$ cat config.mk
export PLATFORM = sky130hd
export DESIGN_NAME = main_osc_fail_detector
export DESIGN_NICKNAME = d
export VERILOG_FILES = /design/src/osc_fail_pkg.sv /design/src/main_osc_fail_detector.sv
export SDC_FILE = /design/constraint.sdc
export NUM_CORES = 1
export LEC_CHECK = 0
export BUFFER_PORTS_ARGS = -buffer_cell sky130_fd_sc_hd__buf_2
export CAP_MARGIN = 30
export CORE_MARGIN = 4
export CORE_UTILIZATION = 45
export DETAILED_ROUTE_END_ITERATION = 12
export HOLD_SLACK_MARGIN = 0.05
export PLACE_DENSITY_LB_ADDON = 0.1
export SYNTH_ARGS = -nofsm -noshare
export SYNTH_HDL_FRONTEND = slang
export SYNTH_SLANG_ARGS = --single-unit
$ cat constraint.sdc
create_clock -name ref_clk -period 1.6 [get_ports ref_clk]
set_input_delay 0.16 -clock ref_clk [delete_from_list [all_inputs] [get_ports ref_clk]]
set_output_delay 0.16 -clock ref_clk [all_outputs]
set_load 0.05 [all_outputs]
$ cat src/osc_fail_pkg.sv
// constants for the main oscillator failure detector
package osc_fail_pkg;
  localparam logic [3:0] ADDR_CTRL   = 4'h0;
  localparam logic [3:0] ADDR_STATUS = 4'h1;
  localparam logic [3:0] ADDR_CLKSEL = 4'h2;
  localparam int         CTRL_EN_BIT      = 0;
  localparam int         CTRL_LOWSPD_BIT  = 1;
  localparam int         CTRL_PSTOPW_BIT  = 2;
  localparam int         CTRL_HALT_BIT    = 3;
  localparam int         STAT_FLAG_BIT    = 0;
  localparam int         STAT_ABSENT_BIT  = 1;
  localparam int         STAT_OCO_BIT     = 2;
  localparam int         CLKSEL_PERIPH_BIT = 0;
  localparam logic [7:0] CTRL_RESET   = 8'h00;
  localparam int         STOP_TIMEOUT_NS = 1000;
  localparam int         CLK_PERIOD_NS   = 25;
  localparam int         STOP_CYCLES_I   = STOP_TIMEOUT_NS / CLK_PERIOD_NS;
  localparam logic [7:0] STOP_CYCLES  = STOP_CYCLES_I[7:0];
  localparam logic [7:0] CNT_ZERO     = 8'h00;
  localparam logic [7:0] CNT_ONE      = 8'h01;
endpackage

$ cat src/main_osc_fail_detector.sv
// main oscillator failure detector with register port
// Operation
// the detect request leaves on the interrupt line shared with the watchdog.
// software reads the fail flag in the shared handler to tell the sources.
// the fail flag is set in the cycle a stop or restart request is raised.
// while the fail flag is set no further request is raised; writing 0 clears it.
// a stop in low-speed mode with detection on raises the request and starts the oscillator.
// after a low-speed stop the cpu stays on sub clock and peripherals move to the oscillator.
// software itself reselects the main clock after it restarts.
// software clears the peripheral-stop-in-wait bit before wait mode.
// software disables detection before stop mode or writing the halt bit.
// software keeps detection off when the main clock is 2MHz or lower.
// the absent bit reads 1 while the main clock is stopped and 0 once it runs; here it only changes while detection is enabled.
// detection runs only while the enable bit is 1.
// a stop is seen when the count of cycles without a main edge reaches a timeout.
//
// Design decisions made here: the address map and the strobed register port.
`timescale 1ns/1ps
`default_nettype none
module main_osc_fail_detector (
  input  wire logic       ref_clk,
  input  wire logic       sys_rst,
  input  wire logic       main_clk_in,
  input  wire logic       wdt_irq,
  input  wire logic [3:0] addr,
  input  wire logic [7:0] wdata,
  input  wire logic       wr_en,
  input  wire logic       rd_en,
  output logic      [7:0] rdata,
  output logic            shared_irq,
  output logic            oco_enable,
  output logic            periph_on_oco,
  output logic            cpu_on_sub
);
  typedef struct packed {
    logic [2:0] sync;
    logic       last;
    logic [7:0] idle_cnt;
    logic       osc_fail_detect_enable;
    logic       low_speed;
    logic       periph_clock_stop_in_wait;
    logic       main_clock_halt;
    logic       osc_fail_flag;
    logic       main_clock_absent;
    logic       oco_on;
    logic       periph_oco;
    logic       irq;
    logic [7:0] rdata;
  } state_t;

  state_t s;
  state_t next_s;
  logic   edge_seen;
  logic   stop_evt;
  logic   restart_evt;
  logic   evt;

  always_comb begin
    next_s = s;
    next_s.sync = {s.sync[1:0], main_clk_in};
    // level agreed by second and third stages
    if (s.sync[2] == s.sync[1]) begin
      next_s.last = s.sync[1];
    end
    edge_seen = (s.sync[2] == s.sync[1]) && (s.sync[1] != s.last);
    stop_evt = 1'b0;
    restart_evt = 1'b0;
    if (!s.osc_fail_detect_enable) begin
      next_s.idle_cnt = osc_fail_pkg::CNT_ZERO;
    end else if (edge_seen) begin
      next_s.idle_cnt = osc_fail_pkg::CNT_ZERO;
      restart_evt = s.main_clock_absent;
    end else if (s.idle_cnt < osc_fail_pkg::STOP_CYCLES) begin
      next_s.idle_cnt = s.idle_cnt + osc_fail_pkg::CNT_ONE;
    end else begin
      stop_evt = !s.main_clock_absent;
    end
    if (stop_evt) begin
      next_s.main_clock_absent = 1'b1;
    end else if (restart_evt) begin
      next_s.main_clock_absent = 1'b0;
    end
    evt = (stop_evt || restart_evt) && !s.osc_fail_flag;
    next_s.rdata = 8'h00;
    if (wr_en) begin
      case (addr)
        osc_fail_pkg::ADDR_CTRL: begin
          next_s.osc_fail_detect_enable =
            wdata[osc_fail_pkg::CTRL_EN_BIT];
          next_s.low_speed = wdata[osc_fail_pkg::CTRL_LOWSPD_BIT];
          next_s.periph_clock_stop_in_wait =
            wdata[osc_fail_pkg::CTRL_PSTOPW_BIT];
          next_s.main_clock_halt = wdata[osc_fail_pkg::CTRL_HALT_BIT];
        end
        osc_fail_pkg::ADDR_STATUS: begin
          if (!wdata[osc_fail_pkg::STAT_FLAG_BIT]) begin
            next_s.osc_fail_flag = 1'b0;
          end
          next_s.oco_on = wdata[osc_fail_pkg::STAT_OCO_BIT];
        end
        osc_fail_pkg::ADDR_CLKSEL: begin
          next_s.periph_oco = wdata[osc_fail_pkg::CLKSEL_PERIPH_BIT];
        end
        default: begin
          next_s.rdata = 8'h00;
        end
      endcase
    end
    if (evt) begin
      next_s.osc_fail_flag = 1'b1;
    end
    // hardware switch wins over a software write in the same cycle
    if (stop_evt && s.low_speed) begin
      next_s.oco_on = 1'b1;
      next_s.periph_oco = 1'b1;
    end
    if (rd_en) begin
      case (addr)
        osc_fail_pkg::ADDR_CTRL: begin
          next_s.rdata = {4'h0, s.main_clock_halt,
                          s.periph_clock_stop_in_wait, s.low_speed,
                          s.osc_fail_detect_enable};
        end
        osc_fail_pkg::ADDR_STATUS: begin
          next_s.rdata = {5'h00, s.oco_on, s.main_clock_absent,
                          s.osc_fail_flag};
        end
        osc_fail_pkg::ADDR_CLKSEL: begin
          next_s.rdata = {7'h00, s.periph_oco};
        end
        default: begin
          next_s.rdata = 8'h00;
        end
      endcase
    end
    // shared line: detector pulse or watchdog
    next_s.irq = evt || wdt_irq;
  end

  always_ff @(posedge ref_clk) begin
    if (sys_rst) begin
      s <= '0;
    end else begin
      s <= next_s;
    end
  end

  assign rdata         = s.rdata;
  assign shared_irq    = s.irq;
  assign oco_enable    = s.oco_on;
  assign periph_on_oco = s.periph_oco;
  assign cpu_on_sub    = s.low_speed;

  a_flag_on_event: assert property (@(posedge ref_clk) disable iff (sys_rst)
    evt |=> s.osc_fail_flag && s.irq)
    else $error("flag not set with request");

  a_no_repeat_req: assert property (@(posedge ref_clk) disable iff (sys_rst)
    (s.osc_fail_flag && !wdt_irq) |=> !shared_irq)
    else $error("request raised while flag set");

  a_lowspd_oco: assert property (@(posedge ref_clk) disable iff (sys_rst)
    (stop_evt && s.low_speed) |=> (oco_enable && periph_on_oco))
    else $error("oscillator not started on stop");

  a_absent_tracks: assert property (@(posedge ref_clk) disable iff (sys_rst)
    stop_evt |=> s.main_clock_absent)
    else $error("absent bit not set");

  a_disabled_quiet: assert property (@(posedge ref_clk) disable iff (sys_rst)
    !s.osc_fail_detect_enable |-> !stop_evt && !restart_evt)
    else $error("detection while disabled");

  a_timeout_count: assert property (@(posedge ref_clk) disable iff (sys_rst)
    stop_evt |-> s.idle_cnt == osc_fail_pkg::STOP_CYCLES)
    else $error("stop before timeout");

  a_irq_shared: assert property (@(posedge ref_clk) disable iff (sys_rst)
    wdt_irq |=> shared_irq)
    else $error("watchdog not on shared line");

  a_cpu_stays_sub: assert property (@(posedge ref_clk) disable iff (sys_rst)
    (stop_evt && s.low_speed) |=> cpu_on_sub)
    else $error("cpu left sub clock");

  a_flag_holds: assert property (@(posedge ref_clk) disable iff (sys_rst)
    s.osc_fail_flag && !(wr_en && addr == osc_fail_pkg::ADDR_STATUS)
    |=> s.osc_fail_flag)
    else $error("flag dropped without a write");

  a_flag_clears: assert property (@(posedge ref_clk) disable iff (sys_rst)
    wr_en && addr == osc_fail_pkg::ADDR_STATUS
    && !wdata[osc_fail_pkg::STAT_FLAG_BIT] && !evt |=> !s.osc_fail_flag)
    else $error("flag not cleared by write");

  a_flag_rise: assert property (@(posedge ref_clk) disable iff (sys_rst)
    $rose(s.osc_fail_flag)
    |-> $past(evt))
    else $error("flag set without request");

  a_irq_cause: assert property (@(posedge ref_clk) disable iff (sys_rst)
    shared_irq
    |-> $past(evt || wdt_irq))
    else $error("request without a source");

  a_absent_clears: assert property (@(posedge ref_clk) disable iff (sys_rst)
    restart_evt
    |=> !s.main_clock_absent)
    else $error("absent bit not cleared");

  a_absent_steady: assert property (@(posedge ref_clk) disable iff (sys_rst)
    !stop_evt && !restart_evt
    |=> $stable(s.main_clock_absent))
    else $error("absent bit moved without event");

  a_restart_absent: assert property (@(posedge ref_clk) disable iff (sys_rst)
    restart_evt
    |-> s.main_clock_absent)
    else $error("restart while clock present");

  a_stop_once: assert property (@(posedge ref_clk) disable iff (sys_rst)
    stop_evt
    |-> !s.main_clock_absent)
    else $error("stop seen twice");

  a_count_bound: assert property (@(posedge ref_clk) disable iff (sys_rst)
    1'b1
    |-> s.idle_cnt <= osc_fail_pkg::STOP_CYCLES)
    else $error("idle count past timeout");

  a_count_off: assert property (@(posedge ref_clk) disable iff (sys_rst)
    !s.osc_fail_detect_enable
    |=> s.idle_cnt == osc_fail_pkg::CNT_ZERO)
    else $error("idle count runs while off");

  a_count_edge: assert property (@(posedge ref_clk) disable iff (sys_rst)
    s.osc_fail_detect_enable && edge_seen
    |=> s.idle_cnt == osc_fail_pkg::CNT_ZERO)
    else $error("idle count not cleared by edge");

  a_count_step: assert property (@(posedge ref_clk) disable iff (sys_rst)
    s.osc_fail_detect_enable && !edge_seen
    && s.idle_cnt < osc_fail_pkg::STOP_CYCLES
    |=> s.idle_cnt == $past(s.idle_cnt) + osc_fail_pkg::CNT_ONE)
    else $error("idle count did not step");

  a_rdata_idle: assert property (@(posedge ref_clk) disable iff (sys_rst)
    !rd_en
    |=> rdata == 8'h00)
    else $error("read data without read");

  a_flag_read: assert property (@(posedge ref_clk) disable iff (sys_rst)
    rd_en && addr == osc_fail_pkg::ADDR_STATUS
    |=> rdata[osc_fail_pkg::STAT_FLAG_BIT] == $past(s.osc_fail_flag))
    else $error("flag read wrong");

  a_absent_read: assert property (@(posedge ref_clk) disable iff (sys_rst)
    rd_en && addr == osc_fail_pkg::ADDR_STATUS
    |=> rdata[osc_fail_pkg::STAT_ABSENT_BIT] == $past(s.main_clock_absent))
    else $error("absent read wrong");

  a_ctrl_read: assert property (@(posedge ref_clk) disable iff (sys_rst)
    rd_en && addr == osc_fail_pkg::ADDR_CTRL
    |=> rdata[osc_fail_pkg::CTRL_EN_BIT] == $past(s.osc_fail_detect_enable))
    else $error("enable read wrong");

  a_oco_holds: assert property (@(posedge ref_clk) disable iff (sys_rst)
    s.oco_on && !(wr_en && addr == osc_fail_pkg::ADDR_STATUS)
    |=> s.oco_on)
    else $error("oscillator stopped by itself");

  a_periph_holds: assert property (@(posedge ref_clk) disable iff (sys_rst)
    s.periph_oco && !(wr_en && addr == osc_fail_pkg::ADDR_CLKSEL)
    |=> s.periph_oco)
    else $error("peripheral clock left oscillator");

  a_periph_write: assert property (@(posedge ref_clk) disable iff (sys_rst)
    wr_en && addr == osc_fail_pkg::ADDR_CLKSEL
    && !(stop_evt && s.low_speed)
    |=> periph_on_oco == $past(wdata[osc_fail_pkg::CLKSEL_PERIPH_BIT]))
    else $error("clock select write lost");

  a_no_auto_back: assert property (@(posedge ref_clk) disable iff (sys_rst)
    restart_evt && !(wr_en && addr == osc_fail_pkg::ADDR_CLKSEL)
    |=> $stable(periph_on_oco))
    else $error("clock select moved on restart");

  a_fast_no_oco: assert property (@(posedge ref_clk) disable iff (sys_rst)
    stop_evt && !s.low_speed && !(wr_en && addr == osc_fail_pkg::ADDR_STATUS)
    |=> $stable(oco_enable))
    else $error("oscillator moved outside low speed");

  a_cpu_follows: assert property (@(posedge ref_clk) disable iff (sys_rst)
    wr_en && addr == osc_fail_pkg::ADDR_CTRL
    |=> cpu_on_sub == $past(wdata[osc_fail_pkg::CTRL_LOWSPD_BIT]))
    else $error("cpu clock select not written");

  a_enable_write: assert property (@(posedge ref_clk) disable iff (sys_rst)
    wr_en && addr == osc_fail_pkg::ADDR_CTRL
    |=> s.osc_fail_detect_enable == $past(wdata[osc_fail_pkg::CTRL_EN_BIT]))
    else $error("enable not written");

  a_halt_stored: assert property (@(posedge ref_clk) disable iff (sys_rst)
    wr_en && addr == osc_fail_pkg::ADDR_CTRL
    |=> s.main_clock_halt == $past(wdata[osc_fail_pkg::CTRL_HALT_BIT]))
    else $error("halt bit not written");

  a_pstopw_stored: assert property (@(posedge ref_clk) disable iff (sys_rst)
    wr_en && addr == osc_fail_pkg::ADDR_CTRL
    |=> s.periph_clock_stop_in_wait == $past(wdata[osc_fail_pkg::CTRL_PSTOPW_BIT]))
    else $error("wait stop bit not written");

  a_last_agreed: assert property (@(posedge ref_clk) disable iff (sys_rst)
    s.sync[2] == s.sync[1]
    |=> s.last == $past(s.sync[1]))
    else $error("agreed level not taken");
endmodule
`default_nettype wire

# Word-level counts from Yosys, hierarchy flattened
# Index checks and enable logic that the tools add are counted.
dict set report word_totals {
  reg_bits 29
  wordCells 58
  output_inout_bits 12
}
dict set report classes {
  n_bitwise 2
  eq_ne 5
  reduce_logical 20
  n_addsub 1
  mux 16
  magnitude_cmp 1
}
# operator count
set ops {}
lappend ops {{1-bit two-way mux} 13}
lappend ops {{4-bit case mux with 3 select lines} 1}
lappend ops {{2-bit nonzero test} 6}
lappend ops {{8-bit by 1-bit adder with 8-bit output, second input constant} 1}
lappend ops {{8-bit by 6-bit < comparator with 1-bit output, second input constant} 1}
lappend ops {{2-bit AND reduction} 3}
lappend ops {{4-bit by 1-bit == test with 1-bit output, second input constant} 1}
lappend ops {{4-bit by 2-bit == test with 1-bit output, second input constant} 1}
lappend ops {{4-bit logical NOT} 1}
lappend ops {{2-bit two-way mux} 2}
lappend ops {{1-bit logical AND} 3}
lappend ops {{3-bit AND reduction} 1}
lappend ops {{3-bit OR reduction} 1}
lappend ops {{1-bit logical NOT} 2}
lappend ops {{1-bit logical OR} 2}
lappend ops {{2-bit by 1-bit != test with 1-bit output, second input constant} 1}
lappend ops {{1-bit NOT} 2}
lappend ops {{2-bit OR reduction} 1}
lappend ops {{1-bit == test} 1}
lappend ops {{1-bit != test} 1}

# Longest topological paths before layout
dict set report logic_depth {
  depth_word 8
  depth_mapped 5
  ltp_nobuf 5
}

# Worst setup path after synthesis
# Ideal clock, no wire load.
dict set report synth_path {
  path_kind {reg2reg}
  startpoint {register s[20] in the netlist's numbering}
  endpoint {register s[11] in the netlist's numbering}
  stages_incl_launch_ff 5
  required_ps 1466
  setup_slack_ps 379
  arrival_time_ps 1087
  synth_period_minus_slack_ps 1221
  setup_ps 134
  cell_sequence {dfxtp_1 > o21ai_0 > nand2_1 > a21oi_1 > a211oi_1}
}
dict set report synth_via {
  elab_chain_len 5
  word_cells_on_any_way 6
  cone_classes {1 x order compare; 4 x mux; 1 x reduce/logical}
}
# element line
set synth_lines {}
lappend synth_lines {{start, declared} main_osc_fail_detector.sv:51} ;# state_t s;
lappend synth_lines {{start signal, assigned} main_osc_fail_detector.sv:144} ;# s <= next_s;
lappend synth_lines {{8-bit by 6-bit < comparator with 1-bit output *} main_osc_fail_detector.sv:73} ;# end else if (s.idle_cnt < osc_fail_pkg::STOP_CYCLES) begin
lappend synth_lines {{1-bit two-way mux *} main_osc_fail_detector.sv:73}
lappend synth_lines {{1-bit two-way mux *} main_osc_fail_detector.sv:70} ;# end else if (edge_seen) begin
lappend synth_lines {{1-bit two-way mux *} main_osc_fail_detector.sv:68} ;# if (!s.osc_fail_detect_enable) begin
lappend synth_lines {{1-bit two-way mux / 2-bit nonzero test (equally long branches)} n/a}
# Every way passes the cells marked *; elsewhere a longest branch is shown, timed or not.
# A chain may end at the register's enable or synchronous reset.

# Final worst setup path
dict set report layout_path {
  startpoint {register s[25] in the netlist's numbering}
  endpoint {register s[18] in the netlist's numbering}
}
dict set report layout_via {
  elab_chain_len 3
}
# element line
set layout_lines {}
lappend layout_lines {{1-bit != test} main_osc_fail_detector.sv:65} ;# edge_seen = (s.sync[2] == s.sync[1]) && (s.sync[1] != s.last);
lappend layout_lines {{1-bit logical AND} main_osc_fail_detector.sv:65}
lappend layout_lines {{3-bit OR reduction (no source line)} n/a}
# Every way passes these cells.

==> impl_metrics.env <==
export IMPL_outcome="finished clean"
export IMPL_place_congestion=0.750
export IMPL_postSynthAreaPerCell_um2=9.56
export IMPL_cts_tree="built"
export IMPL_startpoint="s[25]"
export IMPL_setup_tns_ns=0
export IMPL_initial_utilization_pct=48.3
export IMPL_worst_r2r_startpoint="s[25]"
export IMPL_path_class="register to register"
export IMPL_setup_viol=0
export IMPL_wl_um=1900
export IMPL_hp_start="wdata[3]"
export IMPL_path_max_fanout=8
export IMPL_netlist_top_cells_count="dfxtp_1 (25), nor2_1 (16), mux2i_1 (9)"
export IMPL_finalClockSkew_ns=0.00155
export IMPL_endpoint_kind="register"
export IMPL_grt_pass1_wl_um=3260
export IMPL_synthAdderAreaFrac_pct=1.15
export IMPL_drc=0
export IMPL_cp_slowest_stage_delay_ns=0.41
export IMPL_cp_slowest_cell="dfxtp_1"
export IMPL_grt_antenna_before_repair=0
export IMPL_synth_seq_cells=25
export IMPL_post_dp_hpwl_um=1460
export IMPL_post_cts_resized=0
export IMPL_ys_warn_count=0
export IMPL_synth_edf_count=0
export IMPL_dpl_cell_area_um2=1180
export IMPL_rrSetupSlack_ns=0.24
export IMPL_async_flop_share_pct=0
export IMPL_grt_start_max_net_pins=15
export IMPL_finalNetCount=155
export IMPL_die_y_um=57.2
export IMPL_finalCriticalPeriod_ns=1.36
export IMPL_critPathRequiredTime_ns=1.86
export IMPL_synthTopCellsByArea="dfxtp_1 (46%), mux2i_1 (8.3%), buf_4 (5.5%), nor2_1 (5.5%), a21oi_1 (3.2%)"
export IMPL_rows=17
export IMPL_core_um2=2250
export IMPL_synth_compound_area_share_pct=8.84
export IMPL_synth_xor_area_share_pct=3.21
export IMPL_cts_max_level=1
export IMPL_area_growth_pct=11.9
export IMPL_synthCells=114
export IMPL_clock_sinks=25
export IMPL_synthMuxAreaShare_pct=8.27
export IMPL_slew_violations=0
export IMPL_synth_cell_types=33
export IMPL_grt_ovfl_total=0
export IMPL_die_width_um=57.2
export IMPL_yosysTopAreaCell="dfxtp_1"
export IMPL_clock_path_buffers=2
export IMPL_rsz0062_at_grt="false"
export IMPL_synth_flop_cell="dfxtp_1"
export IMPL_leakage_uw=0.000494
export IMPL_reg2reg_to="s[18]"
export IMPL_drive_gt1_share_pct=23.7
export IMPL_synth_area_um2=1090
export IMPL_drtIter0Drc=12
export IMPL_vias=794
export IMPL_fmax_ghz=0.735
export IMPL_start_kind="register"
export IMPL_reg2regPathDepth=4
export IMPL_numCtsBuffers=3
export IMPL_multi_input_area_um2=509
export IMPL_netlist_area_leader_share_pct=45.9
export IMPL_grt_total_usage_pct=12.8
export IMPL_hp_class="input pin to register"
export IMPL_clk_latency_ns=0.32
export IMPL_n_antenna_cell=0
export IMPL_hold_violations=0
export IMPL_grt_pass1_vias=752
export IMPL_synth_top_family_by_area="simple AND/OR/NAND/NOR gates"
export IMPL_cp_data_arrival_time_ns=1.62
export IMPL_nFillCells=225
export IMPL_design_area_um2=1220
export IMPL_port_buffers=21
export IMPL_ios=30
export IMPL_cp_common_cell="a21oi_1"
export IMPL_yosys_area_share_simple_pct=23.9
export IMPL_crit_end="s[18]"
export IMPL_cts_root_buffer="clkbuf_4"
export IMPL_clk_pin_slew_worst_paths_ns=0.13
export IMPL_drt_pass1_iter_count=4
export IMPL_dieArea_um2=3270
export IMPL_wl_per_cell_um=11.6
export IMPL_seqCellArea_um2=500
export IMPL_cap_violations=0
export IMPL_synth_most_common_cell="dfxtp_1"
export IMPL_seq_area_frac_synth_pct=45.9
export IMPL_viasPerCell=4.87
export IMPL_power_density_nw_per_um2=824
export IMPL_path_cells="and3b_1 -> a21oi_1 -> nand3b_2 -> a21oi_1"
export IMPL_ant_nets=0
export IMPL_ir_drop_mv=0.507
export IMPL_finalCritPeriodShare_pct=85.0
## power by group
part,internal (µW),switching (µW)
Combinational,29.9,55.6
Clock,97.5,188
Sequential,629,4.19
Total,757,248
## worst min-delay path by stage
stage / end / slack [ns] / cells after the start
final: s[13] / 0.07 / 3
after detailed placement: next_s[27] / 0.38 / 2
after CTS: s[13] / 0.06 / 3
after global placement: next_s[27] / 0.38 / 2
after floorplan: next_s[27] / 0.23 / 1
after global routing: s[13] / 0.08 / 3
## critical path: cells and delay by family, from the launching register on
kind	cells	cell delay [ns]
AOI/OAI and AO/OA	2	0.46
DFF	1	0.41
and+or+nand+nor	2	0.44
## cell type report
| cell class | count | share of cell area [%] |
|---|---|---|
| Timing Repair Buffer | 25 | 11.3 |
| Inverter | 3 | 0.923 |
| Sequential cell | 25 | 41.0 |
| Tap cell | 28 | 2.87 |
| Clock buffer | 4 | 2.15 |
| Multi-Input combinational cell | 78 | 41.7 |
## kinds of logic after synthesis
| family | Yosys count |
|---|---|
| mux | 9 |
| flops | 25 |
| compound gates | 16 |
| buf+inv | 14 |
| other cells | 1 |
| simple gates | 44 |
| xor+xnor | 4 |
| fa+ha+maj | 1 |
## registers in the layout (all words and copies together) (netlist names)
register       flops
next_s             2
rdata              4
cpu_on_sub         1
periph_on_oco      1
oco_enable         1
shared_irq         1
s                 15
## cell usage in the layout (no fill, tap or decap), types with 2 or more instances in the layout
master,netlist,layout
a211oi_1,2,2
a21oi_1,7,7
a41oi_1,2,2
and3_1,2,2
buf_2,1,21
buf_4,8,3
clkbuf_4,0,3
conb_1,1,4
dfxtp_1,25,25
inv_1,3,3
mux2i_1,9,9
nand2_1,3,3
nand3_1,5,5
nand4_1,2,2
nor2_1,16,16
nor2b_1,4,4
nor3b_2,2,2
o21ai_0,3,3
xor2_1,4,4
## routing by layer
| metal | global-route usage [%] | part of all wire, % | routed length (µm) |
|---|---|---|---|
| met3 | 2.49 | 4.8 | 92 |
| met5 | 0 | 0 | 0 |
| met1 | 16.8 | 48 | 903 |
| met2 | 19.2 | 45 | 851 |
| met4 | 7.95 | 2.6 | 49 |
## metrics by stage
stage / setup WS [ns] / hold WS (ns) / utilization (%) / total power, µW / cells
CTS: 0.231 / 0.0633 / 54.1 / 1010 / 163
finish: 0.240 / 0.0724 / 54.1 / 1000 / 163
floorplan: 0.379 / 0.232 / - / 712 / 117
detailed placement: 0.251 / 0.383 / 52.5 / 731 / 158
global placement: 0.244 / 0.376 / 52.5 / 730 / 158
global route: 0.0907 / 0.0809 / 54.1 / 1050 / 163
## timing repair
| action | CTS | global route |
|---|---|---|
| setup buffers | 0 | 0 |
| setup endpoints to repair | 0 | 0 |
| hold buffers | 1 | 0 |
| hold endpoints to repair | 1 | 0 |
Power figures use the tool's default switching activity.
